`config.mk`:
```
export PLATFORM = sky130hd
export DESIGN_NAME = octal_dac_config_control
export DESIGN_NICKNAME = d
export VERILOG_FILES = /design/src/shared/dac_cfg_pkg.sv /design/src/design/cal_engine.sv /design/src/design/latch_bank.sv /design/src/design/octal_dac_config_control.sv
export SDC_FILE = /design/constraint.sdc
export NUM_CORES = 2
export LEC_CHECK = 0
export ABC_AREA = 1
export BUFFER_PORTS_ARGS = -buffer_cell sky130_fd_sc_hd__buf_2
export CAP_MARGIN = 5
export CORE_MARGIN = 4
export CORE_UTILIZATION = 45
export CTS_CLUSTER_SIZE = 16
export DETAILED_ROUTE_END_ITERATION = 10
export GPL_ROUTABILITY_DRIVEN = 0
export MAX_ROUTING_LAYER = met4
export PLACE_DENSITY = 0.64
export SYNTH_ARGS = -nofsm -noshare
export SYNTH_HDL_FRONTEND = slang
export SYNTH_SLANG_ARGS = --single-unit
```
`constraint.sdc`:
```
create_clock -name clk_in -period 8.2 [get_ports clk_in]
set_clock_uncertainty 0.15 [all_clocks]
set_input_delay 0.41 -clock clk_in [delete_from_list [all_inputs] [get_ports clk_in]]
set_output_delay 0.41 -clock clk_in [all_outputs]
set_load 0.05 [all_outputs]
```
`src/shared/dac_cfg_pkg.sv`:
```
// constants for the octal converter configuration control
// assumes a single 100 MHz clock domain and a plain register port
package dac_cfg_pkg;
    localparam int NCH = 8;
    localparam int DW = 16;
    localparam int AW = 5;
    localparam int GROUP_SIZE = 4;
    localparam int CLK_MHZ = 100;
    localparam logic [4:0] ADDR_CFG = 5'h00;
    localparam logic [4:0] ADDR_BCAST = 5'h07;
    localparam logic [1:0] SPACE_CTRL = 2'h0;
    localparam logic [1:0] SPACE_DAC = 2'h1;
    localparam logic [1:0] SPACE_ZERO = 2'h2;
    localparam logic [1:0] SPACE_GAIN = 2'h3;
    localparam int BIT_RBSEL = 15;
    localparam int BIT_SYNC_LOAD = 14;
    localparam int BIT_RST = 13;
    localparam int BIT_PWRDN_A = 12;
    localparam int BIT_PWRDN_B = 11;
    localparam int BIT_CAL_EN = 10;
    localparam int BIT_RSVD = 9;
    localparam logic [15:0] CFG_RESET = 16'h8000;
    localparam logic [15:0] GAIN_RESET = 16'h8000;
    localparam logic [15:0] ZERO_RESET = 16'h0000;
    localparam logic [15:0] DATA_RESET = 16'h0000;
    localparam int GAIN_SHIFT = 15;
    localparam int CAL_LAT = 3;
    typedef enum logic [1:0] {
        CAL_IDLE = 2'h0,
        CAL_MUL = 2'h1,
        CAL_ADD = 2'h3
    } cal_state_e;
endpackage : dac_cfg_pkg

```
`src/design/cal_engine.sv`:
```
// gain and zero correction of one channel word
// assumes start only while idle; clear_in is a synchronous reset
module cal_engine #(
    parameter int DW = dac_cfg_pkg::DW
) (
    input wire logic clk_in,
    input wire logic nrst_in,
    input wire logic clear_in,
    input wire logic start_in,
    input wire logic [DW-1:0] data_in,
    input wire logic [DW-1:0] gain_in,
    input wire logic [DW-1:0] zero_in,
    output logic busy_out,
    output logic done_out,
    output logic [DW-1:0] result_out
);
    dac_cfg_pkg::cal_state_e state_r;
    logic [DW-1:0] data_r;
    logic [DW-1:0] gain_r;
    logic [DW-1:0] zero_r;
    logic [2*DW-1:0] prod_r;
    logic signed [DW+1:0] sum;

    always_comb begin
        sum = $signed({1'b0, prod_r[2*DW-1:dac_cfg_pkg::GAIN_SHIFT]})
            + $signed({{2{zero_r[DW-1]}}, zero_r});
    end

    always_ff @(posedge clk_in or negedge nrst_in) begin
        if (!nrst_in) begin
            state_r <= dac_cfg_pkg::CAL_IDLE;
            data_r <= '0;
            gain_r <= '0;
            zero_r <= '0;
            prod_r <= '0;
            done_out <= 1'b0;
            result_out <= '0;
        end else if (clear_in) begin
            state_r <= dac_cfg_pkg::CAL_IDLE;
            done_out <= 1'b0;
            result_out <= '0;
        end else begin
            done_out <= 1'b0;
            case (state_r)
                dac_cfg_pkg::CAL_IDLE: begin
                    if (start_in) begin
                        data_r <= data_in;
                        gain_r <= gain_in;
                        zero_r <= zero_in;
                        state_r <= dac_cfg_pkg::CAL_MUL;
                    end
                end
                dac_cfg_pkg::CAL_MUL: begin
                    prod_r <= data_r * gain_r;
                    state_r <= dac_cfg_pkg::CAL_ADD;
                end
                dac_cfg_pkg::CAL_ADD: begin
                    if (sum < 0) begin
                        result_out <= '0;
                    end else if (sum[DW]) begin
                        result_out <= '1;
                    end else begin
                        result_out <= sum[DW-1:0];
                    end
                    done_out <= 1'b1;
                    state_r <= dac_cfg_pkg::CAL_IDLE;
                end
                default: begin
                    state_r <= dac_cfg_pkg::CAL_IDLE;
                end
            endcase
        end
    end

    assign busy_out = (state_r != dac_cfg_pkg::CAL_IDLE);
endmodule : cal_engine

```
`src/design/latch_bank.sv`:
```
// output latches with per-channel written-since-load flags
// assumes data_in is stable in any cycle where load_in is high
module latch_bank #(
    parameter int NCH = dac_cfg_pkg::NCH,
    parameter int DW = dac_cfg_pkg::DW
) (
    input wire logic clk_in,
    input wire logic nrst_in,
    input wire logic clear_in,
    input wire logic [NCH-1:0] mark_in,
    input wire logic load_in,
    input wire logic [NCH*DW-1:0] data_in,
    output logic [NCH*DW-1:0] latch_out,
    output logic [NCH-1:0] dirty_out
);
    genvar g;
    generate
        for (g = 0; g < NCH; g++) begin : g_ch
            always_ff @(posedge clk_in or negedge nrst_in) begin
                if (!nrst_in) begin
                    latch_out[g*DW +: DW] <= dac_cfg_pkg::DATA_RESET;
                    dirty_out[g] <= 1'b0;
                end else if (clear_in) begin
                    latch_out[g*DW +: DW] <= dac_cfg_pkg::DATA_RESET;
                    dirty_out[g] <= 1'b0;
                end else begin
                    if (load_in && dirty_out[g]) begin
                        latch_out[g*DW +: DW] <= data_in[g*DW +: DW];
                    end
                    if (mark_in[g]) begin
                        dirty_out[g] <= 1'b1;
                    end else if (load_in) begin
                        dirty_out[g] <= 1'b0;
                    end
                end
            end

        end
    endgenerate
endmodule : latch_bank

```
`src/design/octal_dac_config_control.sv`:
```
// configuration control of the eight-channel converter
// assumes synchronous inputs, one clock, a register port with read data one cycle late
// Function
// - readback select 0 reads input data, 1 reads converted data; resets to 1.
// - with correction on, input register keeps raw word, data register the result.
// - sync load with load pin high updates latches after write and correction finish.
// - a load reloads only channels written since the last load; others hold.
// - the sync load bit clears itself once its latch update is done.
// - with correction off, sync load updates the latches at once.
// - while the load pin is low, sync load writes are ignored.
// - software reset acts as a hardware reset and reads 0 afterwards.
// - group A power-down floats channels 0 to 3; register port stays live.
// - group B power-down floats channels 4 to 7; register port stays live.
// - correction on passes data through gain and zero of its channel.
// - correction off copies data unchanged at once into the data register.
// - bit 9 is reserved: writes ignored, reads return 0.
// - after any reset the configuration word reads 8000h.
//
// The implementer's own choices: the register offsets and strobed register access.
module octal_dac_config_control #(
    parameter int NCH = dac_cfg_pkg::NCH,
    parameter int DW = dac_cfg_pkg::DW
) (
    input wire logic clk_in,
    input wire logic nrst_in,
    input wire logic [dac_cfg_pkg::AW-1:0] addr_in,
    input wire logic [DW-1:0] wdata_in,
    input wire logic wr_in,
    input wire logic rd_in,
    input wire logic async_load_pin_in,
    output logic [DW-1:0] rdata_out,
    output logic [NCH*DW-1:0] latch_out,
    output logic [NCH-1:0] buf_oe_n_out,
    output logic group_a_powerdown_out,
    output logic group_b_powerdown_out
);
    generate
        if (NCH != 8 || DW != 16) begin : g_bad_size
            $error("address map serves eight 16-bit channels only");
        end
    endgenerate

    logic rb_sel_r;
    logic sync_latch_load_r;
    logic srst_r;
    logic cal_en_r;
    logic [DW-1:0] input_r [NCH];
    logic [DW-1:0] dac_r [NCH];
    logic [DW-1:0] gain_r [NCH];
    logic [DW-1:0] zero_r [NCH];
    logic [NCH-1:0] cal_pend_r;
    logic [2:0] cal_ch_r;
    logic [NCH-1:0] wmask;
    logic [NCH-1:0] mark;
    logic [NCH-1:0] dirty;
    logic [NCH*DW-1:0] dac_flat;
    logic [2:0] pick;
    logic wr_cfg;
    logic cal_start;
    logic cal_busy;
    logic cal_done;
    logic [DW-1:0] cal_result;
    logic load_fire;
    logic load_go;
    logic [DW-1:0] cfg_word;
    logic [DW-1:0] rdata_nxt;

    // channels hit by an address, broadcast included
    function automatic logic [7:0] chan_sel(input logic [4:0] a);
        logic [7:0] m;
        m = 8'h00;
        if (a == dac_cfg_pkg::ADDR_BCAST) begin
            m = 8'hFF;
        end else if (a[4:3] == dac_cfg_pkg::SPACE_DAC) begin
            m[a[2:0]] = 1'b1;
        end
        return m;
    endfunction : chan_sel

    // lowest pending channel
    function automatic logic [2:0] first_set(input logic [7:0] m);
        logic [2:0] idx;
        idx = 3'h0;
        for (int i = 7; i >= 0; i--) begin
            if (m[i]) begin
                idx = 3'(i);
            end
        end
        return idx;
    endfunction : first_set

    assign wr_cfg = wr_in && (addr_in == dac_cfg_pkg::ADDR_CFG);
    assign wmask = wr_in ? chan_sel(addr_in) : 8'h00;
    assign pick = first_set(cal_pend_r);
    assign cal_start = (cal_pend_r != '0) && !cal_busy;
    assign load_fire = sync_latch_load_r && async_load_pin_in && !cal_busy && !cal_done
        && (cal_pend_r == '0);
    assign load_go = load_fire || !async_load_pin_in;

    always_comb begin
        mark = cal_en_r ? '0 : wmask;
        if (cal_done) begin
            mark[cal_ch_r] = 1'b1;
        end
        for (int i = 0; i < NCH; i++) begin
            dac_flat[i*DW +: DW] = dac_r[i];
        end
    end

    // configuration bits
    always_ff @(posedge clk_in or negedge nrst_in) begin
        if (!nrst_in) begin
            rb_sel_r <= dac_cfg_pkg::CFG_RESET[dac_cfg_pkg::BIT_RBSEL];
            cal_en_r <= dac_cfg_pkg::CFG_RESET[dac_cfg_pkg::BIT_CAL_EN];
            group_a_powerdown_out <= dac_cfg_pkg::CFG_RESET[dac_cfg_pkg::BIT_PWRDN_A];
            group_b_powerdown_out <= dac_cfg_pkg::CFG_RESET[dac_cfg_pkg::BIT_PWRDN_B];
            srst_r <= 1'b0;
        end else if (srst_r) begin
            rb_sel_r <= dac_cfg_pkg::CFG_RESET[dac_cfg_pkg::BIT_RBSEL];
            cal_en_r <= dac_cfg_pkg::CFG_RESET[dac_cfg_pkg::BIT_CAL_EN];
            group_a_powerdown_out <= dac_cfg_pkg::CFG_RESET[dac_cfg_pkg::BIT_PWRDN_A];
            group_b_powerdown_out <= dac_cfg_pkg::CFG_RESET[dac_cfg_pkg::BIT_PWRDN_B];
            srst_r <= 1'b0;
        end else if (wr_cfg) begin
            rb_sel_r <= wdata_in[dac_cfg_pkg::BIT_RBSEL];
            cal_en_r <= wdata_in[dac_cfg_pkg::BIT_CAL_EN];
            group_a_powerdown_out <= wdata_in[dac_cfg_pkg::BIT_PWRDN_A];
            group_b_powerdown_out <= wdata_in[dac_cfg_pkg::BIT_PWRDN_B];
            srst_r <= wdata_in[dac_cfg_pkg::BIT_RST];
        end
    end

    // sync load request
    always_ff @(posedge clk_in or negedge nrst_in) begin
        if (!nrst_in) begin
            sync_latch_load_r <= 1'b0;
        end else if (srst_r) begin
            sync_latch_load_r <= 1'b0;
        end else if (wr_cfg && wdata_in[dac_cfg_pkg::BIT_SYNC_LOAD] && async_load_pin_in) begin
            sync_latch_load_r <= 1'b1;
        end else if (load_fire || !async_load_pin_in) begin
            sync_latch_load_r <= 1'b0;
        end
    end

    // output buffer enables, low while driving
    always_ff @(posedge clk_in or negedge nrst_in) begin
        if (!nrst_in) begin
            buf_oe_n_out <= '0;
        end else begin
            for (int i = 0; i < NCH; i++) begin
                buf_oe_n_out[i] <= (i < dac_cfg_pkg::GROUP_SIZE)
                    ? group_a_powerdown_out : group_b_powerdown_out;
            end
        end
    end

    // channel input, gain and zero registers
    always_ff @(posedge clk_in or negedge nrst_in) begin
        if (!nrst_in) begin
            for (int i = 0; i < NCH; i++) begin
                input_r[i] <= dac_cfg_pkg::DATA_RESET;
                gain_r[i] <= dac_cfg_pkg::GAIN_RESET;
                zero_r[i] <= dac_cfg_pkg::ZERO_RESET;
            end
        end else if (srst_r) begin
            for (int i = 0; i < NCH; i++) begin
                input_r[i] <= dac_cfg_pkg::DATA_RESET;
                gain_r[i] <= dac_cfg_pkg::GAIN_RESET;
                zero_r[i] <= dac_cfg_pkg::ZERO_RESET;
            end
        end else if (wr_in) begin
            for (int i = 0; i < NCH; i++) begin
                if (wmask[i]) begin
                    input_r[i] <= wdata_in;
                end
            end
            if (addr_in[4:3] == dac_cfg_pkg::SPACE_ZERO) begin
                zero_r[addr_in[2:0]] <= wdata_in;
            end
            if (addr_in[4:3] == dac_cfg_pkg::SPACE_GAIN) begin
                gain_r[addr_in[2:0]] <= wdata_in;
            end
        end
    end

    // converted data registers
    always_ff @(posedge clk_in or negedge nrst_in) begin
        if (!nrst_in) begin
            for (int i = 0; i < NCH; i++) begin
                dac_r[i] <= dac_cfg_pkg::DATA_RESET;
            end
        end else if (srst_r) begin
            for (int i = 0; i < NCH; i++) begin
                dac_r[i] <= dac_cfg_pkg::DATA_RESET;
            end
        end else begin
            for (int i = 0; i < NCH; i++) begin
                if (!cal_en_r && wmask[i]) begin
                    dac_r[i] <= wdata_in;
                end else if (cal_done && (cal_ch_r == 3'(i))) begin
                    dac_r[i] <= cal_result;
                end
            end
        end
    end

    // correction queue, a new write wins over the start clear
    always_ff @(posedge clk_in or negedge nrst_in) begin
        if (!nrst_in) begin
            cal_pend_r <= '0;
            cal_ch_r <= '0;
        end else if (srst_r) begin
            cal_pend_r <= '0;
            cal_ch_r <= '0;
        end else begin
            for (int i = 0; i < NCH; i++) begin
                if (cal_en_r && wmask[i]) begin
                    cal_pend_r[i] <= 1'b1;
                end else if (cal_start && (pick == 3'(i))) begin
                    cal_pend_r[i] <= 1'b0;
                end
            end
            if (cal_start) begin
                cal_ch_r <= pick;
            end
        end
    end

    cal_engine #(
        .DW(DW)
    ) u_cal (
        .clk_in(clk_in),
        .nrst_in(nrst_in),
        .clear_in(srst_r),
        .start_in(cal_start),
        .data_in(input_r[pick]),
        .gain_in(gain_r[pick]),
        .zero_in(zero_r[pick]),
        .busy_out(cal_busy),
        .done_out(cal_done),
        .result_out(cal_result)
    );

    latch_bank #(
        .NCH(NCH),
        .DW(DW)
    ) u_latch (
        .clk_in(clk_in),
        .nrst_in(nrst_in),
        .clear_in(srst_r),
        .mark_in(mark),
        .load_in(load_go),
        .data_in(dac_flat),
        .latch_out(latch_out),
        .dirty_out(dirty)
    );

    // register read path
    always_comb begin
        cfg_word = '0;
        cfg_word[dac_cfg_pkg::BIT_RBSEL] = rb_sel_r;
        cfg_word[dac_cfg_pkg::BIT_SYNC_LOAD] = sync_latch_load_r;
        cfg_word[dac_cfg_pkg::BIT_RST] = srst_r;
        cfg_word[dac_cfg_pkg::BIT_PWRDN_A] = group_a_powerdown_out;
        cfg_word[dac_cfg_pkg::BIT_PWRDN_B] = group_b_powerdown_out;
        cfg_word[dac_cfg_pkg::BIT_CAL_EN] = cal_en_r;
        cfg_word[dac_cfg_pkg::BIT_RSVD] = 1'b0;
        rdata_nxt = '0;
        case (addr_in[4:3])
            dac_cfg_pkg::SPACE_CTRL: begin
                if (addr_in == dac_cfg_pkg::ADDR_CFG) begin
                    rdata_nxt = cfg_word;
                end
            end
            dac_cfg_pkg::SPACE_DAC: begin
                rdata_nxt = rb_sel_r ? dac_r[addr_in[2:0]] : input_r[addr_in[2:0]];
            end
            dac_cfg_pkg::SPACE_ZERO: begin
                rdata_nxt = zero_r[addr_in[2:0]];
            end
            dac_cfg_pkg::SPACE_GAIN: begin
                rdata_nxt = gain_r[addr_in[2:0]];
            end
            default: begin
                rdata_nxt = '0;
            end
        endcase
    end

    always_ff @(posedge clk_in or negedge nrst_in) begin
        if (!nrst_in) begin
            rdata_out <= '0;
        end else if (rd_in) begin
            rdata_out <= rdata_nxt;
        end else begin
            rdata_out <= '0;
        end
    end
endmodule : octal_dac_config_control

```
**Word-level counts from Yosys, hierarchy flattened**

Index checks and enable logic that the tools add are counted.

- RAM bits: 0
- Word-level logic and storage cells: 382
- Register bits: 785
- Memories: 0
- Bits of input ports: 26
- Output and inout port bits: 154
- Bits in read-only memories: 0
- Bits in latches: 0

- Magnitude comparators: 8
- Reduce and logical (&&, ||, !) cells: 123
- Add/sub/neg operators: 1
- Mux-type cells: 152
- Equal/unequal tests: 21
- Bitwise operators: 4
- Shifts and indexed selects: 0
- Divide/modulo/power cells: 0
- Multipliers: 1

Operators with widths:

| cell | number |
|---|---|
| 128-bit two-way mux | 9 |
| 16-bit two-way mux | 62 |
| 16-bit binary-select mux with 3-bit select | 7 |
| 128-bit bitwise mux | 2 |
| 3-bit nonzero test | 25 |
| 16-bit case mux with 4 select lines | 1 |
| 1-bit logical AND | 51 |
| 1-bit two-way mux | 49 |
| 16-bit demux with 3-bit select | 1 |
| 8-bit two-way mux | 6 |
| 2-bit nonzero test | 23 |
| 16-bit by 16-bit multiplier with 32-bit output | 1 |
| 3-bit two-way mux | 10 |
| 3-bit == test, second input constant | 8 |
| 2-bit AND reduction | 11 |
| 18-bit by 16-bit adder with 18-bit output | 1 |
| 18-bit by 1-bit < comparator with 1-bit output, second input constant | 1 |
| 3-bit by 2-bit == test with 1-bit output, second input constant | 4 |
| 4-bit greater-or-equal comparator, second input constant | 2 |
| 8-bit zero test | 1 |
| 3-bit by 4-bit < comparator with 1-bit output, second input constant | 2 |
| 3-bit NOT with 4-bit output | 2 |
| 8-bit bitwise OR | 1 |
| 8-bit nonzero test | 1 |
| other kinds (17) | 29 |

**Logic depth before layout (Yosys ltp)**

- Depth after elaboration: 13
- Mapped depth: 28
- Depth with buffers taken out: 26

**Hierarchy**

Synthesis repeated with hierarchy kept, for this count alone.

- Cell total of the unflattened synthesis: 7480
- Area, all modules: 52160.0 um^2

By module, submodules not included:

| module | area each (um^2) | times used | cells an instance | sequential area each (um^2) |
|---|---|---|---|---|
| octal_dac_config_control | 32546.2 | 1 | 4923 | 13699.4 |
| cal_engine | 13070.0 | 1 | 1693 | 2102.0 |
| latch_bank | 6543.8 | 1 | 864 | 3403.3 |

**Least setup slack after synthesis**

Ideal clock, no wire load.

- Path type: register to register
- From: register u_cal.gain_r[7]
- To: register u_cal.prod_r[28]
- Buffers on the path: 2
- Setup time: 0.118 ns
- Data arrival time: 5.119 ns
- Setup slack: 2.813 ns
- Cell stages (with the launch flop): 24
- Data required time: 7.932 ns
- Period minus slack after synthesis: 5.387 ns
- Path through: dfrtp_1 > clkbuf_1 > clkbuf_1 > nand2_1 > fa_1 > inv_1 > fa_1 > fa_1 > fa_1 > fa_1 > inv_1 > fa_1 > inv_1 > ha_1 > nand2_1 > nor2_1 > inv_1 > nor2_1 > nand2_1 > o21bai_1 > nand2_1 > nand2_1 > nand3_1 > nand2_1

- Cells in the longest elaborated chain, start to end: 1

Ends and longest elaborated chain:

| item | line | RTL |
|---|---|---|
| start: declaration | cal_engine.sv:19 | `logic [DW-1:0] gain_r;` |
| start signal: assignment | cal_engine.sv:48 | `gain_r <= gain_in;` |
| 16-bit by 16-bit multiplier with 32-bit output | cal_engine.sv:54 | `prod_r <= data_r * gain_r;` |
| end signal: assignment | cal_engine.sv:54 |  |
| end: declaration | cal_engine.sv:21 | `logic [2*DW-1:0] prod_r;` |

No other way between the ends.
A chain may end at the register's enable or synchronous reset.

**Final worst setup path**

- From: register u_cal.data_r[11]
- To: register u_cal.prod_r[28]

- Cells in the longest elaborated chain, start to end: 1

Ends and longest elaborated chain:

| item | line | RTL |
|---|---|---|
| start: declaration | cal_engine.sv:18 | `logic [DW-1:0] data_r;` |
| start signal: assignment | cal_engine.sv:47 | `data_r <= data_in;` |
| 16-bit by 16-bit multiplier with 32-bit output | cal_engine.sv:54 |  |

No other way between the ends.

==> flow_summary.yaml <==
status:
  result_of_the_run: "finished clean"
layout:
  layout.cells.most_common: "sky130_fd_sc_hd__nand2_1"
  fillerInstances: 11070
  post_route_cells_drive_above_1_share_pct: 7.821
  multi_input_comb_area_sq_um: 25960
  final_cells: 8364
  mostFrequentLayoutCells: "sky130_fd_sc_hd__nand2_1 (2314), sky130_fd_sc_hd__inv_1 (820), sky130_fd_sc_hd__dfrtp_1 (757), sky130_fd_sc_hd__o21ai_0 (610), sky130_fd_sc_hd__nand3_1 (607)"
  num-nets-final: 7132
  seqCellArea_sq_um: 19210
  areaGrowthSynthToFinish_pct: 9.478
timing:
  finalSetupTns_ps: 0
  worst_slew_margin_rel_pct: 11.90
  fmax_ghz: 0.1697
  final_min_period_over_clock_period_pct: 71.86
  worst-slew-pin-transition_ps: 1320
  hold_viol: 0
  final.min_clock_period_ps: 5893
  setup_viol: 0
  setup_repair_after_global_routing_missed_its_margin: "false"
  timing_max_transition_violations_final: 0
power:
  power.ir.vdd_worst_uv: 437.8
  share_comb_of_total_power_pct: 50.2
  cellLeakagePower_nw: 28.31
  seqPwrFrac_pct: 29.2
  p_per_area_nw_per_um2: 378.5
  power_frac_clock_pct: 20.6
  p_sw_share_pct: 51.71
  power.net_switching_mw: 10.76
  cell_internal_pwr_mw: 10.05
drt:
  route.vias.total: 49300
  drc: 0
  detail_route.wirelength_mm: 201.4
  drt-initial-drc-count: 7210
  number_of_nets_with_antenna_violations_after_detailed_routing: 0
  avgRoutedWirePerCell_um: 24.08
  per_cell_via_count_in_the_routed_design: 5.894
  detailedRoute.firstPassIterationCount: 6
cts:
  cts.repair_timing.setup_buffer_count: 0
  insertion_delay_ps: 710
  clkSinkCount: 767
  cts-hold-fix-buffers: 4
  cts_buffers: 90
  cts_root_buf: "sky130_fd_sc_hd__clkbuf_16"
  post_cts_resize_count: 0
  cts.reportedPaths.clkPinSlew_ps: 60
  clk_path_buf_depth: 3
  clock_tree_from_tritoncts: "built"
  ctsHtreeMaxLevel: 3
worst_setup_path:
  critical_path.cell_chain: "nand2_1 -> fa_1 -> fa_1 -> inv_1 -> fa_1 -> fa_1 -> fa_1 -> inv_1 -> fa_1 -> inv_1 -> ha_1 -> nand2_1 -> nor2_1 -> inv_1 -> nor2_1 -> nand2_1 -> o21bai_1 -> nand2_1 -> nand2_1 -> nand3_1 -> nand2_1"
  worst_setup_path_end_kind: "flop"
  crit_required_ps: 8580
  arrival_ps: 6280
  setup.worst_path.class: "flop to flop"
  cpPeakStageDelay_ps: 820
  worst_setup_path_start_kind: "flop"
  critPathMaxFanout: 17
  timing.critical_path.slowest_stage_cell: "sky130_fd_sc_hd__dfrtp_1"
die:
  ios: 180
  row_count: 122
  coreArea_sq_um: 110800
  initial_core_util_pct: 45.33
  dieHeight_um: 342.1
  die-area_sq_um: 117000
  chipWidth_um: 342.1
global_route:
  wire_length_of_the_first_global_routing_pass_mm: 301.1
  gr-total-overflow: 0
  number_of_antenna_violations_at_the_first_check_in_global_routing: 10
  first_global_vias: 46640
  grt_start_max_net_pins: 156
  gr-usage-all-layers_pct: 34.76
synth:
  post_synth_instance_area_sq_um: 50230
  synth-edff-count: 0
  yosys_warnings: 0
  synth_largest_type_area_fraction_pct: 37.76
  synth_area_leaders: "sky130_fd_sc_hd__dfrtp_1 (38%), sky130_fd_sc_hd__nand2_1 (17%), sky130_fd_sc_hd__fa_1 (7.7%), sky130_fd_sc_hd__inv_1 (6.1%), sky130_fd_sc_hd__o21ai_0 (6.1%)"
  async_reset_ff_share_pct: 100.0
  dominantRegCellSynth: "sky130_fd_sc_hd__dfrtp_1"
  mappedNetlistNets: 7248
  synth_area_per_cell_sq_um: 7.269
  syn_inst: 6910
  synth_largest_area_cell: "sky130_fd_sc_hd__dfrtp_1"
  ys_types: 50
  synth_seq_area_share_pct: 38.23
  synth-seq-cells: 767
placement:
  placement.io_buffers: 179
  hpwl_mm: 133.3
  place_inst: 8186
worst_hold_path:
  worst_hold_path_type: "primary input to flop"
run:
  maxCapViolations: 0
-- metrics by stage --
stage / hold slack, ps / power, mW / setup WS [ps] / util, % / instance area [sq um]
final: 60.91 / 20.81 / 2307 / 49.62 / 54990
after global routing: 68.42 / 21.89 / 2000 / 49.62 / 54990
after CTS: 30.69 / 20.47 / 2341 / 49.60 / 54970
after detailed placement: 272.0 / 16.17 / 2413 / 46.73 / 51780
after global placement: 276.9 / 16.07 / 2487 / 46.73 / 51780
after floorplan: -35.59 / 12.58 / 2813 / - / 50230
-- kinds of logic (layout without fill, tap and decap cells) --
| logic type | count (synthesis) | count (layout) | synth area share [%] |
|---|---|---|---|
| mux | 30 | 30 | 0.6725 |
| buf+inv | 1314 | 1270 | 10.33 |
| simple gates | 3544 | 3544 | 30.02 |
| xor+xnor | 13 | 13 | 0.2267 |
| compound gates | 930 | 930 | 9.846 |
| flops | 767 | 767 | 38.23 |
| fa+ha+maj | 312 | 312 | 10.67 |
| other cells | 0 | 10 | 0 |
-- routing by layer --
| layer | part of all wire, % | up-vias | wire, um | GRT usage, % |
|---|---|---|---|---|
| met3 | 14 | 666 | 28550 | 11.18 |
| met2 | 42 | 3282 | 83970 | 48.48 |
| met1 | 39 | 23620 | 77790 | 46.11 |
| met4 | 5.5 | 0 | 11100 | 15.69 |
| li1 | - | 21740 | - | - |
| met5 | 0 | - | 0 | - |
-- state kept, by name, summed over array words and instances (netlist names), 8 cells and up --
name	cells
dac_flat	128
gain_r	128
input_r	128
u_latch.latch_out	128
zero_r	128
u_cal.prod_r	17
rdata_out	16
u_cal.data_r	16
u_cal.gain_r	16
u_cal.result_out	16
u_cal.zero_r	16
cal_pend_r	8
u_latch.dirty_out	8
-- final cells by class --
class	instances	area share, %
antenna	10	0.04550
clock buffer	135	4.894
clock inverter	29	0.8236
inverter	846	5.820
multi-input combinational	4829	47.20
sequential	767	34.93
tap	1488	3.386
timing repair buffer	260	2.901
-- path summary, 6_finish.rpt --
path	start	endpoint	slack [ps]	cells after the start
min reg2reg	u_cal.prod_r[27]$_DFFE_PN0P_	u_cal.prod_r[27]$_DFFE_PN0P_	350	2
max reg2reg	u_cal.data_r[11]$_DFFE_PN0P_	u_cal.prod_r[28]$_DFFE_PN0P_	2310	21
max	u_cal.data_r[11]$_DFFE_PN0P_	u_cal.prod_r[28]$_DFFE_PN0P_	2310	21
min	addr_in[3]	rdata_out[11]$_DFF_PN0_	60	4
min in group asynchronous	nrst_in	u_latch.latch_out[17]$_DFFE_PN0P_	100	2
max in group asynchronous	nrst_in	u_cal.zero_r[11]$_DFFE_PN0P_	5820	4
-- synthesized netlist by cell type (21+ instances only) --
master	number
sky130_fd_sc_hd__buf_4	21
sky130_fd_sc_hd__o22ai_1	41
sky130_fd_sc_hd__buf_1	53
sky130_fd_sc_hd__a21oi_1	121
sky130_fd_sc_hd__clkbuf_1	302
sky130_fd_sc_hd__nand3_1	608
sky130_fd_sc_hd__inv_1	820
sky130_fd_sc_hd__nand4_1	213
sky130_fd_sc_hd__dfrtp_1	758
sky130_fd_sc_hd__ha_1	118
sky130_fd_sc_hd__nor2_1	279
sky130_fd_sc_hd__buf_2	83
sky130_fd_sc_hd__nand2_1	2317
sky130_fd_sc_hd__o31ai_1	23
sky130_fd_sc_hd__o21ai_0	615
sky130_fd_sc_hd__inv_2	21
sky130_fd_sc_hd__mux2_2	24
sky130_fd_sc_hd__nand3b_1	54
sky130_fd_sc_hd__fa_1	194
sky130_fd_sc_hd__o21ai_1	86
-- power by group through the flow --
stage / logic, mW / registers, mW / clock network, mW
floorplan: 6.24 / 6.34 / 0
global placement: 10.0 / 6.05 / 0
detailed placement: 10.1 / 6.08 / 0
CTS: 10.1 / 6.03 / 4.30
global route: 11.3 / 6.19 / 4.45
finish: 10.5 / 6.08 / 4.28
-- worst max-delay path: cells and delay by family, from the launching register on --
| kind | cells | cell delay, ps |
|---|---|---|
| compound gates | 1 | 170 |
| fa+ha+maj | 7 | 3400 |
| flops | 1 | 820 |
| buf+inv | 4 | 240 |
| simple gates | 9 | 950 |
No activity file was read; power rests on OpenSTA's default activity.
